File: config.mk
export PLATFORM = sky130hd
export DESIGN_NAME = sac_ctrl
export DESIGN_NICKNAME = d
export VERILOG_FILES = /design/src/design/sac_pkg.sv /design/src/design/sac_ctrl.sv /design/src/design/sac_sar.sv
export SDC_FILE = /design/constraint.sdc
export NUM_CORES = 1
export LEC_CHECK = 0
export BUFFER_PORTS_ARGS = -buffer_cell sky130_fd_sc_hd__buf_2
export CAP_MARGIN = 20
export CORE_MARGIN = 2
export CORE_UTILIZATION = 50
export DETAILED_ROUTE_END_ITERATION = 8
export PLACE_DENSITY_LB_ADDON = 0.08
export SLEW_MARGIN = 10
export SYNTH_ARGS = -nofsm -noshare
export SYNTH_HDL_FRONTEND = slang
export SYNTH_SLANG_ARGS = --single-unit
File: constraint.sdc
create_clock -name pclk -period 2.55 [get_ports pclk]
set_input_delay 0.1275 -clock pclk [delete_from_list [all_inputs] [get_ports pclk]]
set_output_delay 0.1275 -clock pclk [all_outputs]
set_load 0.005 [all_outputs]
File: src/design/sac_pkg.sv
// Constants, register map and state encoding of the converter control block.
// Assumes the pclk rate given by CLK_HZ; sac_ctrl and tb refer here by name.
`default_nettype none
package sac_pkg;
  // Clock and timing.
  localparam int unsigned CLK_HZ             = 40_000_000;
  localparam int unsigned PU_RECOVERY_US     = 10;
  localparam int unsigned PU_RECOVERY_CYCLES = (PU_RECOVERY_US * (CLK_HZ / 1_000_000));
  localparam int unsigned ACQ_CLKS           = 2;
  localparam int unsigned CSH_MIN_CLKS       = 1;
  localparam int unsigned SC_MIN_CLKS        = 5;

  // Serial word and result.
  localparam int unsigned ASSIGN_BITS = 5;
  localparam int unsigned RESULT_BITS = 11;
  localparam int unsigned BIT_RUN     = 4;
  localparam int unsigned BIT_ENDED   = 3;
  localparam int unsigned BIT_ODD     = 2;
  localparam int unsigned BIT_HI      = 1;
  localparam int unsigned BIT_LO      = 0;
  localparam int unsigned NUM_CH      = 4;

  // Register map, byte addresses.
  localparam logic [7:0] OFF_CTRL   = 8'h00;
  localparam logic [7:0] OFF_STATUS = 8'h04;
  localparam logic [7:0] OFF_RESULT = 8'h08;

  // Control fields and reset value.
  localparam int unsigned CTRL_FORCE_DOWN = 0;
  localparam int unsigned CTRL_FOUR_INPUT = 1;
  localparam logic [1:0]  CTRL_RESET      = 2'h2;

  // Status fields and result word position.
  localparam int unsigned ST_POWERED_DOWN = 0;
  localparam int unsigned ST_BUSY         = 1;
  localparam int unsigned ST_PENDING      = 2;
  localparam int unsigned ST_RECOVERED    = 3;
  localparam int unsigned ST_FIRST        = 4;
  localparam int unsigned ST_STATE_LSB    = 5;
  localparam int unsigned RES_WORD_LSB    = 16;

  typedef enum logic [2:0] {
    S_HOLD  = 3'b000,
    S_READY = 3'b001,
    S_ADDR  = 3'b010,
    S_ACQ   = 3'b011,
    S_CONV  = 3'b100,
    S_DONE  = 3'b101,
    S_SHIFT = 3'b110,
    S_OFF   = 3'b111
  } sac_state_e;
endpackage
`default_nettype wire

File: src/design/sac_ctrl.sv
// Digital control of a serial successive-approximation converter with input multiplexer.
// Assumes host pins and the comparator are asynchronous to pclk and sclk is far slower.
//
// Our own choices: the register offsets and the APB interface to the registers.
`default_nettype none
module sac_ctrl (
  // APB clock, reset and slave port.
  input  wire logic        pclk,
  input  wire logic        presetn,
  input  wire logic        psel,
  input  wire logic        penable,
  input  wire logic        pwrite,
  input  wire logic [7:0]  paddr,
  input  wire logic [31:0] pwdata,
  output logic [31:0]      prdata,
  output logic             pready,
  output logic             pslverr,
  // Serial pins.
  input  wire logic        cs_n_pin,
  input  wire logic        sclk_pin,
  input  wire logic        di_pin,
  output logic             do_pin,
  output logic             do_oe_n,
  // Power and comparator pins.
  input  wire logic        hw_powerdown_pin,
  input  wire logic        comp_pin,
  // Analog switch controls.
  output logic [3:0]       chan_pos_sel,
  output logic [3:0]       chan_neg_sel,
  output logic             com_neg_sel,
  output logic             comp_zero,
  output logic             feedback_open,
  output logic             cap_to_neg,
  output logic             bandgap_en,
  output logic [10:0]      dac_switch
);
  localparam int unsigned RB = sac_pkg::RESULT_BITS;
  localparam int unsigned AB = sac_pkg::ASSIGN_BITS;

  // Channel decode: {pos[3:0], neg[3:0], com}.
  function automatic logic [8:0] chan_decode(input logic [4:0] w, input logic four);
    logic [1:0] pos;
    logic [1:0] neg;
    logic [3:0] pos_oh;
    logic [3:0] neg_oh;
    pos    = {four & w[sac_pkg::BIT_LO], w[sac_pkg::BIT_ODD]};
    neg    = {four & w[sac_pkg::BIT_LO], ~w[sac_pkg::BIT_ODD]};
    pos_oh = 4'h1 << pos;
    neg_oh = 4'h1 << neg;
    if (!w[sac_pkg::BIT_RUN]) begin
      chan_decode = 9'h000;
    end else if (w[sac_pkg::BIT_ENDED]) begin
      chan_decode = {pos_oh, 4'h0, 1'b1};
    end else begin
      chan_decode = {pos_oh, neg_oh, 1'b0};
    end
  endfunction

  // Two-flop synchronisers for every pin input.
  logic [4:0] sync_a;
  logic [4:0] sync_b;
  logic       sclk_d;
  logic       cs_n_s;
  logic       sclk_s;
  logic       di_s;
  logic       hwpd_s;
  logic       comp_s;
  always_ff @(posedge pclk or negedge presetn) begin
    if (!presetn) begin
      // Idle pin levels, so that no false serial clock edge or power down follows reset.
      sync_a <= 5'h10;
      sync_b <= 5'h10;
      sclk_d <= 1'b0;
    end else begin
      sync_a <= {cs_n_pin, sclk_pin, di_pin, hw_powerdown_pin, comp_pin};
      sync_b <= sync_a;
      sclk_d <= sclk_s;
    end
  end
  assign {cs_n_s, sclk_s, di_s, hwpd_s, comp_s} = sync_b;
  wire sclk_rise = sclk_s & ~sclk_d;
  wire sclk_fall = ~sclk_s & sclk_d;

  // Control register and core state.
  logic [1:0]            ctrl;
  sac_pkg::sac_state_e   state;
  sac_pkg::sac_state_e   next_state;
  logic [AB-1:0]         word;
  logic [3:0]            cnt;
  logic [RB-1:0]         shreg;
  logic                  sw_down;
  logic                  first_res;
  logic                  seen_res;
  logic [8:0]            rec_cnt;
  wire                   four_in   = ctrl[sac_pkg::CTRL_FOUR_INPUT];
  wire                   powered_dn = hwpd_s | sw_down | ctrl[sac_pkg::CTRL_FORCE_DOWN];

  logic          sar_start;
  logic          sar_busy;
  logic          sar_done;
  logic [RB-1:0] sar_trial;
  logic [RB-1:0] sar_result;

  sac_sar #(.N(RB)) u_sar (
    .clk    (pclk),
    .rst_n  (presetn),
    .start  (sar_start),
    .step   (sclk_rise),
    .comp   (comp_s),
    .trial  (sar_trial),
    .result (sar_result),
    .busy   (sar_busy),
    .done   (sar_done)
  );

  wire last_addr = sclk_rise && (cnt == 4'(AB - 1));
  wire last_acq  = sclk_rise && (cnt == 4'(sac_pkg::ACQ_CLKS - 1));
  wire last_out  = sclk_fall && (cnt == 4'(RB - 1));
  assign sar_start = (state == sac_pkg::S_ACQ) && last_acq;
  wire run_now     = word[AB-2];

  always_comb begin
    next_state = state;
    case (state)
      sac_pkg::S_OFF:   if (!hwpd_s) next_state = sac_pkg::S_HOLD;
      sac_pkg::S_HOLD:  if (cs_n_s) next_state = sac_pkg::S_READY;
      sac_pkg::S_READY: if (!cs_n_s) next_state = sac_pkg::S_ADDR;
      sac_pkg::S_ADDR: begin
        if (cs_n_s) next_state = sac_pkg::S_READY;
        else if (last_addr) next_state = run_now ? sac_pkg::S_ACQ : sac_pkg::S_HOLD;
      end
      sac_pkg::S_ACQ: begin
        if (cs_n_s) next_state = sac_pkg::S_READY;
        else if (last_acq) next_state = sac_pkg::S_CONV;
      end
      sac_pkg::S_CONV:  if (sar_done) next_state = sac_pkg::S_DONE;
      sac_pkg::S_DONE:  if (!cs_n_s) next_state = sac_pkg::S_SHIFT;
      sac_pkg::S_SHIFT: begin
        if (cs_n_s) next_state = sac_pkg::S_READY;
        else if (last_out) next_state = sac_pkg::S_HOLD;
      end
      default:          next_state = sac_pkg::S_HOLD;
    endcase
    if (hwpd_s) next_state = sac_pkg::S_OFF;
  end

  always_ff @(posedge pclk or negedge presetn) begin
    if (!presetn) begin
      state <= sac_pkg::S_HOLD;
      word  <= '0;
      cnt   <= '0;
      shreg <= '0;
    end else begin
      state <= next_state;
      if (next_state != state) cnt <= '0;
      else if ((state == sac_pkg::S_SHIFT) ? sclk_fall : sclk_rise) cnt <= cnt + 4'h1;
      if (state == sac_pkg::S_ADDR && sclk_rise) word <= {word[AB-2:0], di_s};
      if (sar_done) shreg <= sar_result;
      else if (state == sac_pkg::S_SHIFT && sclk_fall) shreg <= {shreg[RB-2:0], 1'b0};
    end
  end

  // Software power down is held until a run command arrives; the hardware pin overrides.
  always_ff @(posedge pclk or negedge presetn) begin
    if (!presetn) begin
      sw_down   <= 1'b0;
      first_res <= 1'b0;
      seen_res  <= 1'b0;
      rec_cnt   <= '0;
    end else begin
      if (state == sac_pkg::S_ADDR && last_addr) sw_down <= ~run_now;
      if (sar_done) begin
        first_res <= ~seen_res;
        seen_res  <= 1'b1;
      end
      if (powered_dn) rec_cnt <= '0;
      else if (rec_cnt != 9'(sac_pkg::PU_RECOVERY_CYCLES)) rec_cnt <= rec_cnt + 9'h001;
    end
  end

  // Registered analog and pin outputs.
  wire        in_acq  = (state == sac_pkg::S_ACQ);
  wire        in_conv = (state == sac_pkg::S_CONV);
  wire [8:0]  sel     = chan_decode(word, four_in);
  wire        drive   = (state == sac_pkg::S_SHIFT) && !cs_n_s;
  always_ff @(posedge pclk or negedge presetn) begin
    if (!presetn) begin
      chan_pos_sel  <= '0;
      chan_neg_sel  <= '0;
      com_neg_sel   <= 1'b0;
      comp_zero     <= 1'b0;
      feedback_open <= 1'b0;
      cap_to_neg    <= 1'b0;
      bandgap_en    <= 1'b0;
      dac_switch    <= '0;
      do_pin        <= 1'b0;
      do_oe_n       <= 1'b1;
    end else begin
      chan_pos_sel  <= (in_acq && !powered_dn) ? sel[8:5] : 4'h0;
      chan_neg_sel  <= (in_conv && !powered_dn) ? sel[4:1] : 4'h0;
      com_neg_sel   <= in_conv && !powered_dn && sel[0];
      comp_zero     <= in_acq && !powered_dn;
      feedback_open <= in_conv && !powered_dn;
      cap_to_neg    <= in_conv && !powered_dn;
      bandgap_en    <= !powered_dn;
      dac_switch    <= sar_trial;
      do_pin        <= drive ? shreg[RB-1] : 1'b0;
      do_oe_n       <= !drive;
    end
  end

  // APB slave: zero wait states, read data captured in the setup cycle.
  wire sel_ctrl = (paddr == sac_pkg::OFF_CTRL);
  wire sel_stat = (paddr == sac_pkg::OFF_STATUS);
  wire sel_res  = (paddr == sac_pkg::OFF_RESULT);
  wire hit      = sel_ctrl | sel_stat | sel_res;
  wire [31:0] stat_word = {24'h000000, state, first_res,
                           rec_cnt == 9'(sac_pkg::PU_RECOVERY_CYCLES),
                           state == sac_pkg::S_DONE, sar_busy, powered_dn};
  wire [31:0] res_word  = {11'h000, word, 5'h00, shreg};
  wire [31:0] rd_mux    = sel_ctrl ? {30'h00000000, ctrl} :
                          sel_stat ? stat_word :
                          sel_res  ? res_word  : 32'h00000000;
  assign pready  = 1'b1;
  assign pslverr = psel & penable & ~hit;
  always_ff @(posedge pclk or negedge presetn) begin
    if (!presetn) begin
      ctrl   <= sac_pkg::CTRL_RESET;
      prdata <= '0;
    end else begin
      if (psel && !penable && !pwrite) prdata <= rd_mux;
      if (psel && penable && pwrite && sel_ctrl) ctrl <= pwdata[1:0];
    end
  end
endmodule
`default_nettype wire

File: src/design/sac_sar.sv
// Successive-approximation search: one comparator decision per step, MSB first.
// Assumes start and step are single-cycle pulses on clk and comp is already synchronised.
`default_nettype none
module sac_sar #(
  parameter int unsigned N = 11
) (
  // Clock and reset.
  input  wire logic         clk,
  input  wire logic         rst_n,
  // Control.
  input  wire logic         start,
  input  wire logic         step,
  input  wire logic         comp,
  // Results.
  output logic [N-1:0]      trial,
  output logic [N-1:0]      result,
  output logic              busy,
  output logic              done
);
  localparam int unsigned IW = $clog2(N);
  localparam logic [IW-1:0] TOP = IW'(N - 1);

  logic [IW-1:0] idx;
  logic [N-1:0]  kept;
  logic [N-1:0]  probe;

  // A low comparator answer drops the bit under test; the next lower bit is then tried.
  assign kept  = comp ? trial : (trial & ~(N'(1) << idx));
  assign probe = (idx == '0) ? kept : (kept | (N'(1) << (idx - IW'(1))));

  always_ff @(posedge clk or negedge rst_n) begin
    if (!rst_n) begin
      trial  <= '0;
      result <= '0;
      busy   <= 1'b0;
      done   <= 1'b0;
      idx    <= '0;
    end else begin
      done <= 1'b0;
      if (start) begin
        trial <= N'(1) << TOP;
        idx   <= TOP;
        busy  <= 1'b1;
      end else if (busy && step) begin
        trial <= probe;
        if (idx == '0) begin
          result <= kept;
          busy   <= 1'b0;
          done   <= 1'b1;
        end else begin
          idx <= idx - IW'(1);
        end
      end
    end
  end
endmodule
`default_nettype wire

* Word-level counts from Yosys, hierarchy flattened
Cells that the tools add are included.
** Word-level totals
- Register bits :: 133
- Input bits :: 50
- Output and inout bits :: 60
- Word-level logic and storage cells :: 143
** Operators by class
- Add/sub/neg operators :: 3
- Eq/ne operators :: 16
- Shift-type cells :: 4
- Mux-type cells :: 41
- Bitwise operators :: 19
- Reductions and logical operators :: 33
** Operators with widths (number)
- 11-bit 2-to-1 mux :: 6
- 21-bit 2-to-1 mux :: 3
- 3-bit 2-to-1 mux :: 11
- 4-bit 2-to-1 mux :: 7
- 9-bit 2-to-1 mux :: 3
- 3-bit case mux with 8 select lines :: 1
- 1-bit by 4-bit left shift with 11-bit output (first input constant) :: 2
- 1-bit logical AND :: 17
- 3-bit == test (second input constant) :: 4
- 11-bit AND :: 1
- 11-bit inverter :: 1
- 11-bit bitwise OR :: 1
- 2-bit nonzero test :: 5
- 9-bit by 1-bit adder with 9-bit output (second input constant) :: 1
- 9-bit == test (second input constant) :: 1
- 9-bit inequality test (second input constant) :: 1
- 8-bit by 3-bit == test with 1-bit output (second input constant) :: 1
- 8-bit by 4-bit == test with 1-bit output (second input constant) :: 1
- 8-bit zero test :: 1
- 1-bit 2-to-1 mux :: 8
- 1-bit by 2-bit left shift with 4-bit output (first input constant) :: 2
- 1-bit inverter :: 7
- 3-bit by 2-bit == test with 1-bit output (second input constant) :: 2
- 1-bit AND :: 5
- 16 further kinds :: 24

* Logic depth before layout (Yosys ltp)
Gate-level depths: netlist (run 1).
- Depth in word-level cells :: 9
- Depth in mapped cells :: 8
- Depth with buffers taken out :: 7

* By module
A second synthesis (run 1) with hierarchy kept.
** Second synthesis, totals
- Cell total of the unflattened synthesis :: 508
- Area, all modules :: 5350.1 sq um
** By module, submodules not included
- sac_ctrl :: times used 1, cells each 346, area each 3881.2 sq um, seq. area each 2232.1 sq um
- sac_sar :: times used 1, cells each 162, area each 1468.9 sq um, seq. area each 700.7 sq um

* Least setup slack after synthesis (run 1)
OpenSTA, ideal clock, no wires.
- Path type :: reg2reg
- Start point :: register u_sar.idx[0]
- End point :: register u_sar.result[1]
- Setup time :: 0.127 ns
- Arrival :: 1.970 ns
- Data required time :: 2.423 ns
- Slack :: 0.453 ns
- Stages on the path, launching flop included :: 9
- Buffers on the path :: 1
- Period minus slack after synthesis :: 2.097 ns
- Path through :: dfrtp_1 -> inv_1 -> ha_1 -> inv_1 -> or3_1 -> or3_4 -> buf_2 -> nand2_1 -> o21ai_0
** Between the ends
- Longest elaborated chain between the ends :: 4
- Elaborated cells between the ends (all ways) :: 6
- Those cells by class :: shift (1); mux (1); bitwise (2); reduce/logical (2)
** Ends and longest elaborated chain
- start: declaration :: line sac_sar.sv:23 : logic [IW-1:0] idx;
- start signal: assignment :: line sac_sar.sv:51 : idx <= idx - IW'(1);
- 1-bit by 4-bit left shift with 11-bit output :: line sac_sar.sv:28 : assign kept = comp ? trial : (trial & ~(N'(1) << idx));
- 11-bit inverter :: line sac_sar.sv:28
- 11-bit AND :: line sac_sar.sv:28
- 11-bit 2-to-1 mux :: line sac_sar.sv:28
- end signal: assignment :: line sac_sar.sv:47 : result <= kept;
- end: declaration :: line sac_sar.sv:16 : output logic [N-1:0] result,
Parallel ways exist; a longest one is shown, timed or not.
A chain may end at the register's enable or synchronous reset.

* Worst setup path after layout (run 1)
- Start point :: register u_sar.idx[0]
- End point :: register u_sar.result[8]
The elaborated chain is that of the path after synthesis.

==> results of run 1 <==
==> cell usage after synthesis (4+ instances only) <==
master,number
sky130_fd_sc_hd__nand2_1,68
sky130_fd_sc_hd__nor2_1,27
sky130_fd_sc_hd__inv_1,15
sky130_fd_sc_hd__a22o_1,8
sky130_fd_sc_hd__a32oi_1,4
sky130_fd_sc_hd__dfstp_2,4
sky130_fd_sc_hd__mux2_2,7
sky130_fd_sc_hd__nor4_1,5
sky130_fd_sc_hd__ha_1,11
sky130_fd_sc_hd__and3_1,6
sky130_fd_sc_hd__nor3_1,11
sky130_fd_sc_hd__o31ai_1,7
sky130_fd_sc_hd__dfrtp_1,113
sky130_fd_sc_hd__a21oi_1,17
sky130_fd_sc_hd__nor2b_1,5
sky130_fd_sc_hd__xor2_1,5
sky130_fd_sc_hd__buf_4,21
sky130_fd_sc_hd__a22oi_1,5
sky130_fd_sc_hd__or3_1,6
sky130_fd_sc_hd__clkbuf_1,12
sky130_fd_sc_hd__o21ai_0,37
sky130_fd_sc_hd__a32o_1,4
sky130_fd_sc_hd__nand3_1,10
sky130_fd_sc_hd__nand2b_1,7
sky130_fd_sc_hd__mux2i_1,18
==> worst max-delay path by stage <==
| stage | start | endpoint | slack (ps) | depth (start not counted) |
|---|---|---|---|---|
| finish | u_sar.idx[0]$_DFFE_PN0P_ | u_sar.result[8]$_DFFE_PN0P_ | 220 | 7 |
| global route | u_sar.idx[0]$_DFFE_PN0P_ | u_sar.result[1]$_DFFE_PN0P_ | 70 | 7 |
| CTS | u_sar.idx[0]$_DFFE_PN0P_ | u_sar.result[4]$_DFFE_PN0P_ | 220 | 7 |
| detailed placement | u_sar.idx[0]$_DFFE_PN0P_ | u_sar.result[4]$_DFFE_PN0P_ | 230 | 7 |
| global placement | u_sar.idx[0]$_DFFE_PN0P_ | u_sar.result[5]$_DFFE_PN0P_ | 310 | 7 |
| floorplan | u_sar.idx[0]$_DFFE_PN0P_ | u_sar.result[1]$_DFFE_PN0P_ | 450 | 8 |
==> stage by stage <==
step	area (um^2)	hold WS [ps]	power [uW]
after floorplan	5310	-168	2500
after detailed placement	5660	235	2670
after global placement	5660	231	2650
final	6380	3.60	5120
after global routing	6380	17.2	5350
after CTS	6380	0.544	5150
==> final cells by class <==
| type | count | area, um^2 | share of cell area |
|---|---|---|---|
| tap | 136 | 170 | 0.0267 |
| clock buffer | 23 | 467 | 0.0732 |
| clock inverter | 9 | 151 | 0.0237 |
| sequential | 117 | 2930 | 0.460 |
| multi-input combinational | 334 | 2080 | 0.327 |
| timing repair buffer | 82 | 513 | 0.0804 |
| inverter | 16 | 60.1 | 0.00942 |
==> per-layer routing <==
layer | part of all wire | GRT usage | wire, um | vias to the layer above
li1 | - | - | - | 1848
met4 | 0.016 | 0.0798 | 171 | 0
met1 | 0.47 | 0.288 | 5130 | 1811
met3 | 0.053 | 0.0472 | 576 | 14
met5 | 0 | 0 | 0 | -
met2 | 0.46 | 0.315 | 4950 | 120
==> logic make-up after synthesis <==
group / after synthesis / synth area share
buffers and inverters: 55 / 0.0566
AO/OA/AOI/OAI: 102 / 0.129
flip-flops: 117 / 0.558
adder cells (fa/ha/maj): 11 / 0.0262
XOR/XNOR: 8 / 0.0133
multiplexers: 25 / 0.0493
AND/OR/NAND/NOR: 171 / 0.167
other: 2 / 0.00143
==> critical path, delay by kind of cell, from the launching register on <==
| family | cells | cell delay, ps |
|---|---|---|
| and+or+nand+nor | 3 | 1070 |
| DFF | 1 | 440 |
| adders and majority gates | 1 | 340 |
| buffers and inverters | 2 | 280 |
| AOI/OAI and AO/OA | 1 | 70 |
==> power groups by stage <==
stage                     sequential (uW)  combinational (uW)  clock (uW)
after floorplan                      2040                 454           0
after detailed placement             2110                 564           0
after CTS                            2080                 578        2490
final                                2080                 576        2470
after global routing                 2090                 650        2610
after global placement               2100                 552           0
==> sequential cells by signal, summed over array words and instances, names as in the netlist, 2 cells and up <==
signal / flops
sync_b: 5
dac_switch: 11
cnt: 4
chan_neg_sel: 4
chan_pos_sel: 4
sync_a: 5
rec_cnt: 9
shreg: 11
u_sar.trial: 11
ctrl: 2
prdata: 16
u_sar.idx: 4
word: 5
state: 3
u_sar.result: 11
==> flow_summary.rst, run 1 <==
.. list-table::
   :header-rows: 1

   * - Metric
     - Value
   * - Run status
     - finished, final reports clean
   * - Share of total power in the clock network
     - 0.482
   * - Vias in the first global route
     - 3682
   * - Ratio of routed vias to standard cells
     - 5.29
   * - DP HPWL
     - 7440 um
   * - Total via count in the routed design
     - 3793
   * - Antenna cells
     - 0
   * - Synth Area per Inst
     - 10.7 um^2
   * - Die footprint
     - 11400 um^2
   * - Setup slack, reg-to-reg
     - 220 ps
   * - Starting DRT DRC Count
     - 202
   * - Antenna violations before repair
     - 0
   * - Post-cts resize count
     - 0
   * - Total net switching power
     - 1280 uW
   * - First-pass iteration count of the detailed router
     - 4
   * - Clock-pin slew reported for the worst setup and hold paths after clock tree synthesis
     - 60 ps
   * - Crit share post-route
     - 0.915
   * - Synthesized instance count
     - 491
   * - Hold-critical path endpoint
     - ctrl[0]$_DFFE_PN0P_
   * - Data arrival time of the critical path
     - 2730 ps
   * - Starting density of the core
     - 0.512
   * - Placed cell count
     - 675
   * - Critical Setup Path Class
     - reg2reg
   * - IO buf count
     - 62
   * - Share of power burned in combinational logic
     - 0.112
   * - Commonest non-fill, non-tap cells in the layout
     - sky130_fd_sc_hd__dfrtp_1, sky130_fd_sc_hd__nand2_1, sky130_fd_sc_hd__buf_2
   * - WP data required
     - 2950 ps
   * - Clock Path Buffers
     - 2
   * - Critical path launch point type
     - flip-flop
   * - Number of distinct library cell variants in the gate-level netlist after synthesis
     - 61
   * - Synthesis-to-finish area growth
     - 21.3%
   * - RePlAce Congestion
     - 0.852
   * - # hold bufs at CTS
     - 10
   * - Final nets
     - 629
   * - Min Clock Period, post-route
     - 2330 ps
   * - Cell accounting for the most synthesized area
     - sky130_fd_sc_hd__dfrtp_1
   * - Delay of the slowest critical-path stage
     - 500 ps
   * - Register bit count reported by yosys
     - 117
   * - All-Layer GR Usage
     - 0.206
   * - Ratio of cells with drive above 1 in the final layout
     - 0.210
   * - Post-synthesis instance area
     - 5260 um^2
   * - Master of the slowest instance on the critical path
     - sky130_fd_sc_hd__or3_4
   * - Sequential fraction of the synthesis area
     - 0.558
   * - Number of H-tree levels
     - 4
   * - Leading cell types by total area after synthesis
     - sky130_fd_sc_hd__dfrtp_1, sky130_fd_sc_hd__nand2_1, sky130_fd_sc_hd__o21ai_0
   * - Count of flip-flops with a built-in enable after synthesis
     - 0
   * - Maximum number of pins on one net before global-route repair
     - 58
   * - Count of antenna-violating nets left after detailed routing
     - 0
   * - Most common cell after layout, fill and taps aside
     - sky130_fd_sc_hd__dfrtp_1
   * - Library cell appearing most often on the critical path
     - sky130_fd_sc_hd__inv_1
   * - Maximum fanout encountered on the critical timing path
     - 23
   * - Start of the worst register-to-register path
     - u_sar.idx[0]$_DFFE_PN0P_
   * - Post-CTS Repair Setup Buffers
     - 0
   * - Crit-path cells
     - inv_1 -> ha_1 -> inv_1 -> or3_1 -> or3_4 -> nand2_1 -> o21ai_0
   * - Path category of the worst min-delay check
     - in2reg
   * - Total internal power
     - 3840 uW
   * - Relative slew margins
     - 0.506
   * - Unrepaired setup endpoints after global routing
     - false
   * - Static power due to leakage
     - 0.00303 uW
   * - Number of setup violations in the final report
     - 0
   * - Number of standard-cell rows in the floorplan
     - 37
   * - Seq pwr share
     - 0.406
   * - Final standard cell count with taps included and fillers excluded
     - 717
   * - Worst reg2reg endpoint
     - u_sar.result[8]$_DFFE_PN0P_
   * - # DRC
     - 0
   * - Clock network latency to the later pin of the worst-skew pair
     - 520 ps
   * - Overall die width
     - 107 um
   * - I/O pin count
     - 110
   * - Area share of the leading cell type in the synthesized netlist
     - 0.538
   * - Capturing element type of the critical path
     - flip-flop
   * - Number of fillers in the final layout
     - 849
   * - Hold Path Stages
     - 3
   * - Prevailing post-synth register cell
     - sky130_fd_sc_hd__dfrtp_1
   * - Post-layout worst setup margin
     - 216 ps
   * - Fraction of synthesis flops using an asynchronous set or reset pin
     - 1.00
   * - Number of clock buffers inserted by TritonCTS
     - 17
   * - Final Hold Fails
     - 0
   * - CTS tree
     - done
   * - Worst r2r path cells
     - 7
   * - Final design utilization
     - 0.621
   * - HP Start
     - pwrite
   * - Final Slew Violations
     - 0
   * - Overflow left after global routing
     - 0
   * - CTS Root Cell
     - sky130_fd_sc_hd__clkbuf_8
   * - Avg WL per Cell
     - 15.1 um
   * - Aggregate routed wire length
     - 10800 um
   * - Actual transition at the worst max-transition pin
     - 741 ps
   * - Max_cap viols
     - 0
   * - Sum of negative setup slack
     - 0 ps
   * - Setup clock skew after layout
     - 7.67 ps
   * - Switching share of total power
     - 0.250
   * - Die boundary height
     - 107 um
   * - Floorplan Core Area
     - 10300 um^2
   * - Placement-stage worst setup slack
     - 233 ps
   * - Global-route wire length before repair
     - 18200 um
   * - Clock Sink Count
     - 117
   * - Synthesis Warnings
     - 0
   * - Power per unit of standard cell area
     - 803 nW/um^2
   * - Peak ir drop on the vdd network
     - 0.429 mV
   * - Top achievable clock speed
     - 0.428 GHz
No activity file was read; power rests on OpenSTA's default activity.
==> run 2, diff against run 1 <==
--- a/config.mk
+++ b/config.mk
@@ -9,7 +9,9 @@
 export CAP_MARGIN = 20
 export CORE_MARGIN = 2
 export CORE_UTILIZATION = 50
+export CTS_BUF_LIST = sky130_fd_sc_hd__clkbuf_4 sky130_fd_sc_hd__clkbuf_8
 export DETAILED_ROUTE_END_ITERATION = 8
+export GPL_ROUTABILITY_DRIVEN = 0
 export PLACE_DENSITY_LB_ADDON = 0.08
 export SLEW_MARGIN = 10
 export SYNTH_ARGS = -nofsm -noshare
==> flow_summary.rst, run 2 (same netlist as run 1, synthesis figures left out) <==
.. list-table::
   :header-rows: 1

   * - Metric
     - Value
   * - Run status
     - finished, final reports clean
   * - Worst-case hold slack
     - 82.9 ps
   * - Setup slack, reg-to-reg
     - 200 ps
   * - Delay of the slowest critical-path stage
     - 500 ps
   * - Maximum fanout encountered on the critical timing path
     - 23
   * - Actual transition at the worst max-transition pin
     - 736 ps
   * - Setup clock skew after layout
     - 9.56 ps
   * - Number of clock buffers inserted by TritonCTS
     - 17
   * - Worst r2r path cells
     - 7
   * - Number of setup violations in the final report
     - 0
   * - Worst Path Buf+Inv
     - 2
   * - Critical path launch point type
     - flip-flop
   * - Top register by number of flip-flops
     - prdata
   * - Clock network latency to the later pin of the worst-skew pair
     - 420 ps
   * - Relative slew margins
     - 0.509
   * - Avg WL per Cell
     - 14.8 um
   * - Maximum number of pins on one net before global-route repair
     - 58
   * - Timing startpoint of the critical path
     - u_sar.idx[0]$_DFFE_PN0P_
   * - Count of antenna-violating nets left after detailed routing
     - 0
   * - Ratio of routed vias to standard cells
     - 5.29
   * - Starting DRT DRC Count
     - 188
   * - All-Layer GR Usage
     - 0.202
   * - WP data required
     - 2840 ps
   * - DP HPWL
     - 7440 um
   * - Peak ir drop on the vdd network
     - 0.383 mV
   * - Master of the slowest instance on the critical path
     - sky130_fd_sc_hd__or3_4
   * - Crit-path cells
     - inv_1 -> ha_1 -> inv_1 -> or3_1 -> or3_4 -> nand2_1 -> o21ai_0
   * - Floorplan Core Area
     - 10300 um^2
   * - Data arrival time of the critical path
     - 2640 ps
   * - HP Start
     - psel
   * - Unrepaired setup endpoints after global routing
     - false
   * - # DRC
     - 0
   * - Min Clock Period, post-route
     - 2350 ps
   * - First-pass iteration count of the detailed router
     - 5
   * - Clock Sink Count
     - 117
   * - Critical Setup Path Class
     - reg2reg
   * - Flip-flop count of the largest register after layout
     - 16
   * - IO buf count
     - 62
   * - Die boundary height
     - 107 um
   * - Post-CTS Repair Setup Buffers
     - 0
   * - Global-route wire length before repair
     - 17700 um
   * - Final Hold Fails
     - 0
   * - I/O pin count
     - 110
   * - Start of the worst register-to-register path
     - u_sar.idx[0]$_DFFE_PN0P_
   * - Overall die width
     - 107 um
   * - Top achievable clock speed
     - 0.426 GHz
   * - Die footprint
     - 11400 um^2
   * - Crit share post-route
     - 0.921
   * - CTS tree
     - done
   * - CTS Root Cell
     - sky130_fd_sc_hd__clkbuf_8
   * - Synthesis-to-finish area growth
     - 17.7%
   * - Gate family responsible for the most delay along the worst path
     - simple AND/OR/NAND/NOR gates
   * - Final Slew Violations
     - 0
   * - Overflow left after global routing
     - 0
   * - Commonest non-fill, non-tap cells in the layout
     - sky130_fd_sc_hd__dfrtp_1, sky130_fd_sc_hd__nand2_1, sky130_fd_sc_hd__buf_2
   * - Antenna cells
     - 0
   * - Worst reg2reg endpoint
     - u_sar.result[4]$_DFFE_PN0P_
   * - Max_cap viols
     - 0
   * - Aggregate routed wire length
     - 10600 um
   * - Vias in the first global route
     - 3604
   * - Number of fillers in the final layout
     - 882
   * - Hold-critical path endpoint
     - prdata[3]$_DFFE_PN0P_
   * - Most common cell after layout, fill and taps aside
     - sky130_fd_sc_hd__dfrtp_1
   * - Final nets
     - 627
   * - Capturing element type of the critical path
     - flip-flop
   * - Number of H-tree levels
     - 4
   * - Ratio of cells with drive above 1 in the final layout
     - 0.216
   * - Number of logic stages on the critical path including buffering
     - 7
   * - Path category of the worst min-delay check
     - in2reg
   * - Starting density of the core
     - 0.512
   * - Total via count in the routed design
     - 3784
   * - Sum of negative setup slack
     - 0 ps
   * - Number of standard-cell rows in the floorplan
     - 37
   * - Power per unit of standard cell area
     - 733 nW/um^2
   * - Clock-pin slew reported for the worst setup and hold paths after clock tree synthesis
     - 70 ps
   * - Library cell appearing most often on the critical path
     - sky130_fd_sc_hd__inv_1
   * - Antenna violations before repair
     - 0
   * - Clock Path Buffers
     - 2
   * - Static power due to leakage
     - 0.00294 uW
   * - Hold Path Stages
     - 3
## run 2: changes by cell type in the layout (fill, tap and decap cells not counted), sizes merged
| cell | previous run | this run |
|---|---|---|
| dlygate4sd3 | 10 | 8 |
## run 2: metal layers
metal | GRT usage | up-vias | part of all wire
met2 | 0.305 | 119 | 0.46
met4 | 0.0631 | 0 | 0.011
met5 | 0 | - | 0
met1 | 0.284 | 1804 | 0.47
met3 | 0.0582 | 13 | 0.054
li1 | - | 1848 | -
## run 2: area by class of cell
type | instances | area [um^2] | share of cell area
flip-flops and latches | 117 | 2930 | 0.474
multi-input cells | 334 | 2080 | 0.337
inverters | 16 | 60.1 | 0.00970
clock buffers | 23 | 298 | 0.0481
clock inverters | 9 | 151 | 0.0245
repair buffers | 80 | 493 | 0.0797
well taps | 136 | 170 | 0.0275
## run 2: timing repair
action | CTS | global route
gates resized for setup | 0 | 0
hold buffers | 8 | 0
hold endpoints to repair | 59 | 0
## run 2: power breakdown
group	leakage (uW)	internal, uW	total (uW)	switching (uW)
sequential	0.00158	1950	2070	126
clock	0.000230	1170	1890	716
combinational	0.00113	227	576	349
total	0.00294	3350	4540	1190
## run 2: through the flow
step | utilization | power, uW | cells | worst slack, ps | cell area (um^2)
after global placement | 0.551 | 2650 | 675 | 309 | 5660
after CTS | 0.602 | 4570 | 715 | 217 | 6190
after global routing | 0.602 | 4760 | 715 | 56.2 | 6190
after floorplan | - | 2500 | 506 | 453 | 5310
final | 0.602 | 4540 | 715 | 202 | 6190
after detailed placement | 0.551 | 2670 | 675 | 233 | 5660
## run 2: worst max path at each step
stage | slack [ps] | to
finish | 200 | u_sar.result[4]$_DFFE_PN0P_
global route | 60 | u_sar.result[1]$_DFFE_PN0P_
CTS | 220 | u_sar.result[4]$_DFFE_PN0P_
detailed placement | 230 | u_sar.result[4]$_DFFE_PN0P_
global placement | 310 | u_sar.result[5]$_DFFE_PN0P_
floorplan | 450 | u_sar.result[1]$_DFFE_PN0P_
## run 2: tightest hold or removal path, stage by stage
cell	delay (ps)
sky130_fd_sc_hd__buf_2	110
sky130_fd_sc_hd__nand4_1	130
sky130_fd_sc_hd__o21ai_0	90
==> run 3, diff against run 2 <==
--- a/config.mk
+++ b/config.mk
@@ -7,9 +7,9 @@
 export LEC_CHECK = 0
 export BUFFER_PORTS_ARGS = -buffer_cell sky130_fd_sc_hd__buf_2
 export CAP_MARGIN = 20
-export CORE_MARGIN = 2
+export CORE_MARGIN = 1.5
 export CORE_UTILIZATION = 50
-export CTS_BUF_LIST = sky130_fd_sc_hd__clkbuf_4 sky130_fd_sc_hd__clkbuf_8
+export CTS_BUF_LIST = sky130_fd_sc_hd__clkbuf_16
 export DETAILED_ROUTE_END_ITERATION = 8
 export GPL_ROUTABILITY_DRIVEN = 0
 export PLACE_DENSITY_LB_ADDON = 0.08
==> flow_summary.rst, run 3 (same netlist as run 1, synthesis figures left out) <==
.. list-table::
   :header-rows: 1

   * - Metric
     - Value
   * - Number of setup violations in the final report
     - 0
   * - Sum of negative setup slack
     - 0 ps
   * - I/O pin count
     - 110
   * - Sequential cell area
     - 2930 um^2
   * - Critical path launch point type
     - flip-flop
   * - Maximum fanout encountered on the critical timing path
     - 23
   * - Peak ir drop on the vdd network
     - 0.691 mV
   * - Top register by number of flip-flops
     - prdata
   * - Clock network latency to the later pin of the worst-skew pair
     - 400 ps
   * - Total via count in the routed design
     - 3792
   * - Path category of the worst min-delay check
     - in2reg
   * - Starting DRT DRC Count
     - 245
   * - Starting density of the core
     - 0.512
   * - Die footprint
     - 11100 um^2
   * - Synthesis-to-finish area growth
     - 19.8%
   * - Number of standard-cell rows in the floorplan
     - 37
   * - Max_cap viols
     - 0
   * - Critical Setup Path Class
     - reg2reg
   * - Min Clock Period, post-route
     - 2340 ps
   * - Avg WL per Cell
     - 14.9 um
   * - Post-cts resize count
     - 0
   * - Floorplan Core Area
     - 10300 um^2
   * - Ratio of cells with drive above 1 in the final layout
     - 0.209
   * - Final Slew Violations
     - 0
   * - Data arrival time of the critical path
     - 2620 ps
   * - Number of fillers in the final layout
     - 886
   * - Commonest non-fill, non-tap cells in the layout
     - sky130_fd_sc_hd__dfrtp_1, sky130_fd_sc_hd__nand2_1, sky130_fd_sc_hd__buf_2
   * - Power per unit of standard cell area
     - 785 nW/um^2
   * - Setup clock skew after layout
     - 4.82 ps
   * - Final nets
     - 628
   * - Count of antenna-violating nets left after detailed routing
     - 0
   * - Clock-pin slew reported for the worst setup and hold paths after clock tree synthesis
     - 50 ps
   * - Number of clock buffers inserted by TritonCTS
     - 17
   * - Worst-case hold slack
     - 96.0 ps
   * - Antenna cells
     - 0
   * - Vias in the first global route
     - 3771
   * - All-Layer GR Usage
     - 0.206
   * - Multi-input gate area
     - 2080 um^2
   * - CTS Root Cell
     - sky130_fd_sc_hd__clkbuf_16
   * - First-pass iteration count of the detailed router
     - 4
   * - Clock Sink Count
     - 117
   * - Maximum number of pins on one net before global-route repair
     - 67
   * - DP HPWL
     - 7230 um
   * - Number of H-tree levels
     - 4
   * - Final Hold Fails
     - 0
   * - Overflow left after global routing
     - 0
   * - Crit share post-route
     - 0.917
   * - # DRC
     - 0
   * - Overall die width
     - 106 um
   * - Aggregate routed wire length
     - 10700 um
   * - Capturing element type of the critical path
     - flip-flop
   * - Actual transition at the worst max-transition pin
     - 786 ps
   * - Most common cell after layout, fill and taps aside
     - sky130_fd_sc_hd__dfrtp_1
   * - Die boundary height
     - 106 um
   * - Run status
     - finished, final reports clean
   * - Clock Path Buffers
     - 2
   * - Ratio of routed vias to standard cells
     - 5.30
   * - WP data required
     - 2830 ps
   * - Top achievable clock speed
     - 0.428 GHz
   * - Global-route wire length before repair
     - 18000 um
   * - Antenna violations before repair
     - 0
   * - Static power due to leakage
     - 0.00300 uW
   * - Relative slew margins
     - 0.476
   * - CTS tree
     - done
   * - IO buf count
     - 62
   * - Flip-flop count of the largest register after layout
     - 16
   * - Unrepaired setup endpoints after global routing
     - false
==> run 3: changes by cell type in the layout (fill, tap and decap cells not counted), sizes merged <==
cell and delta:
inv +4, clkbuf -6, bufinv -1, buf +1, clkinv +2, clkinvlp +1
==> run 3: critical path, stage by stage (launching register included) <==
cell,delay (ps)
sky130_fd_sc_hd__dfrtp_1,440
sky130_fd_sc_hd__inv_1,170
sky130_fd_sc_hd__ha_1,350
sky130_fd_sc_hd__inv_1,110
sky130_fd_sc_hd__or3_1,460
sky130_fd_sc_hd__or3_4,500
sky130_fd_sc_hd__nand2_1,110
sky130_fd_sc_hd__o21ai_0,70
==> run 3: stage by stage <==
step | area, um^2 | utilization | std cells | total power [uW] | setup WS, ps
6_report | 6300 | 0.613 | 716 | 4940 | 212
5_1_grt | 6300 | 0.613 | 716 | 5160 | 20.7
4_1_cts | 6300 | 0.613 | 716 | 4980 | 250
3_5_place_dp | 5640 | 0.549 | 676 | 2670 | 256
3_3_place_gp | 5640 | 0.549 | 676 | 2650 | 317
2_1_floorplan | 5310 | - | 506 | 2500 | 453
==> run 3: timing repair <==
action | in CTS | in global routing
hold buffers | 8 | 0
setup buffers | 0 | 0
hold endpoints to repair | 65 | 0
==> run 3: cell type report <==
type | instances | area share
Sequential cell | 117 | 0.466
Multi-Input combinational cell | 334 | 0.331
Timing Repair Buffer | 81 | 0.0755
Clock buffer | 17 | 0.0676
Tap cell | 136 | 0.0270
Clock inverter | 15 | 0.0236
Inverter | 16 | 0.00954
==> run 3: routing by layer <==
layer  vias up  part of all wire  track usage
met3        13             0.052       0.0445
met1      1815              0.47        0.276
met2       113              0.47        0.326
li1       1851                 -            -
met4         0             0.013       0.0878
met5         -                 0            0
==> run 3: final timing paths <==
kind / from / to / slack, ps / depth (start not counted)
min reg2reg: sync_a[0]$_DFF_PN0_ / sync_b[0]$_DFF_PN0_ / 340 / 0
min in group asynchronous: presetn / prdata[17]$_DFFE_PN0P_ / 350 / 2
max in group asynchronous: presetn / u_sar.trial[7]$_DFFE_PN0P_ / 1420 / 3
max: u_sar.idx[0]$_DFFE_PN0P_ / u_sar.result[4]$_DFFE_PN0P_ / 210 / 7
min: psel / prdata[3]$_DFFE_PN0P_ / 100 / 3
max reg2reg: u_sar.idx[0]$_DFFE_PN0P_ / u_sar.result[4]$_DFFE_PN0P_ / 210 / 7
==> run 3: report_power, final <==
| part | switching, uW | internal (uW) | total, uW |
|---|---|---|---|
| clock | 785 | 1500 | 2290 |
| sequential | 132 | 1950 | 2080 |
| combinational | 347 | 223 | 569 |
| total | 1260 | 3680 | 4940 |
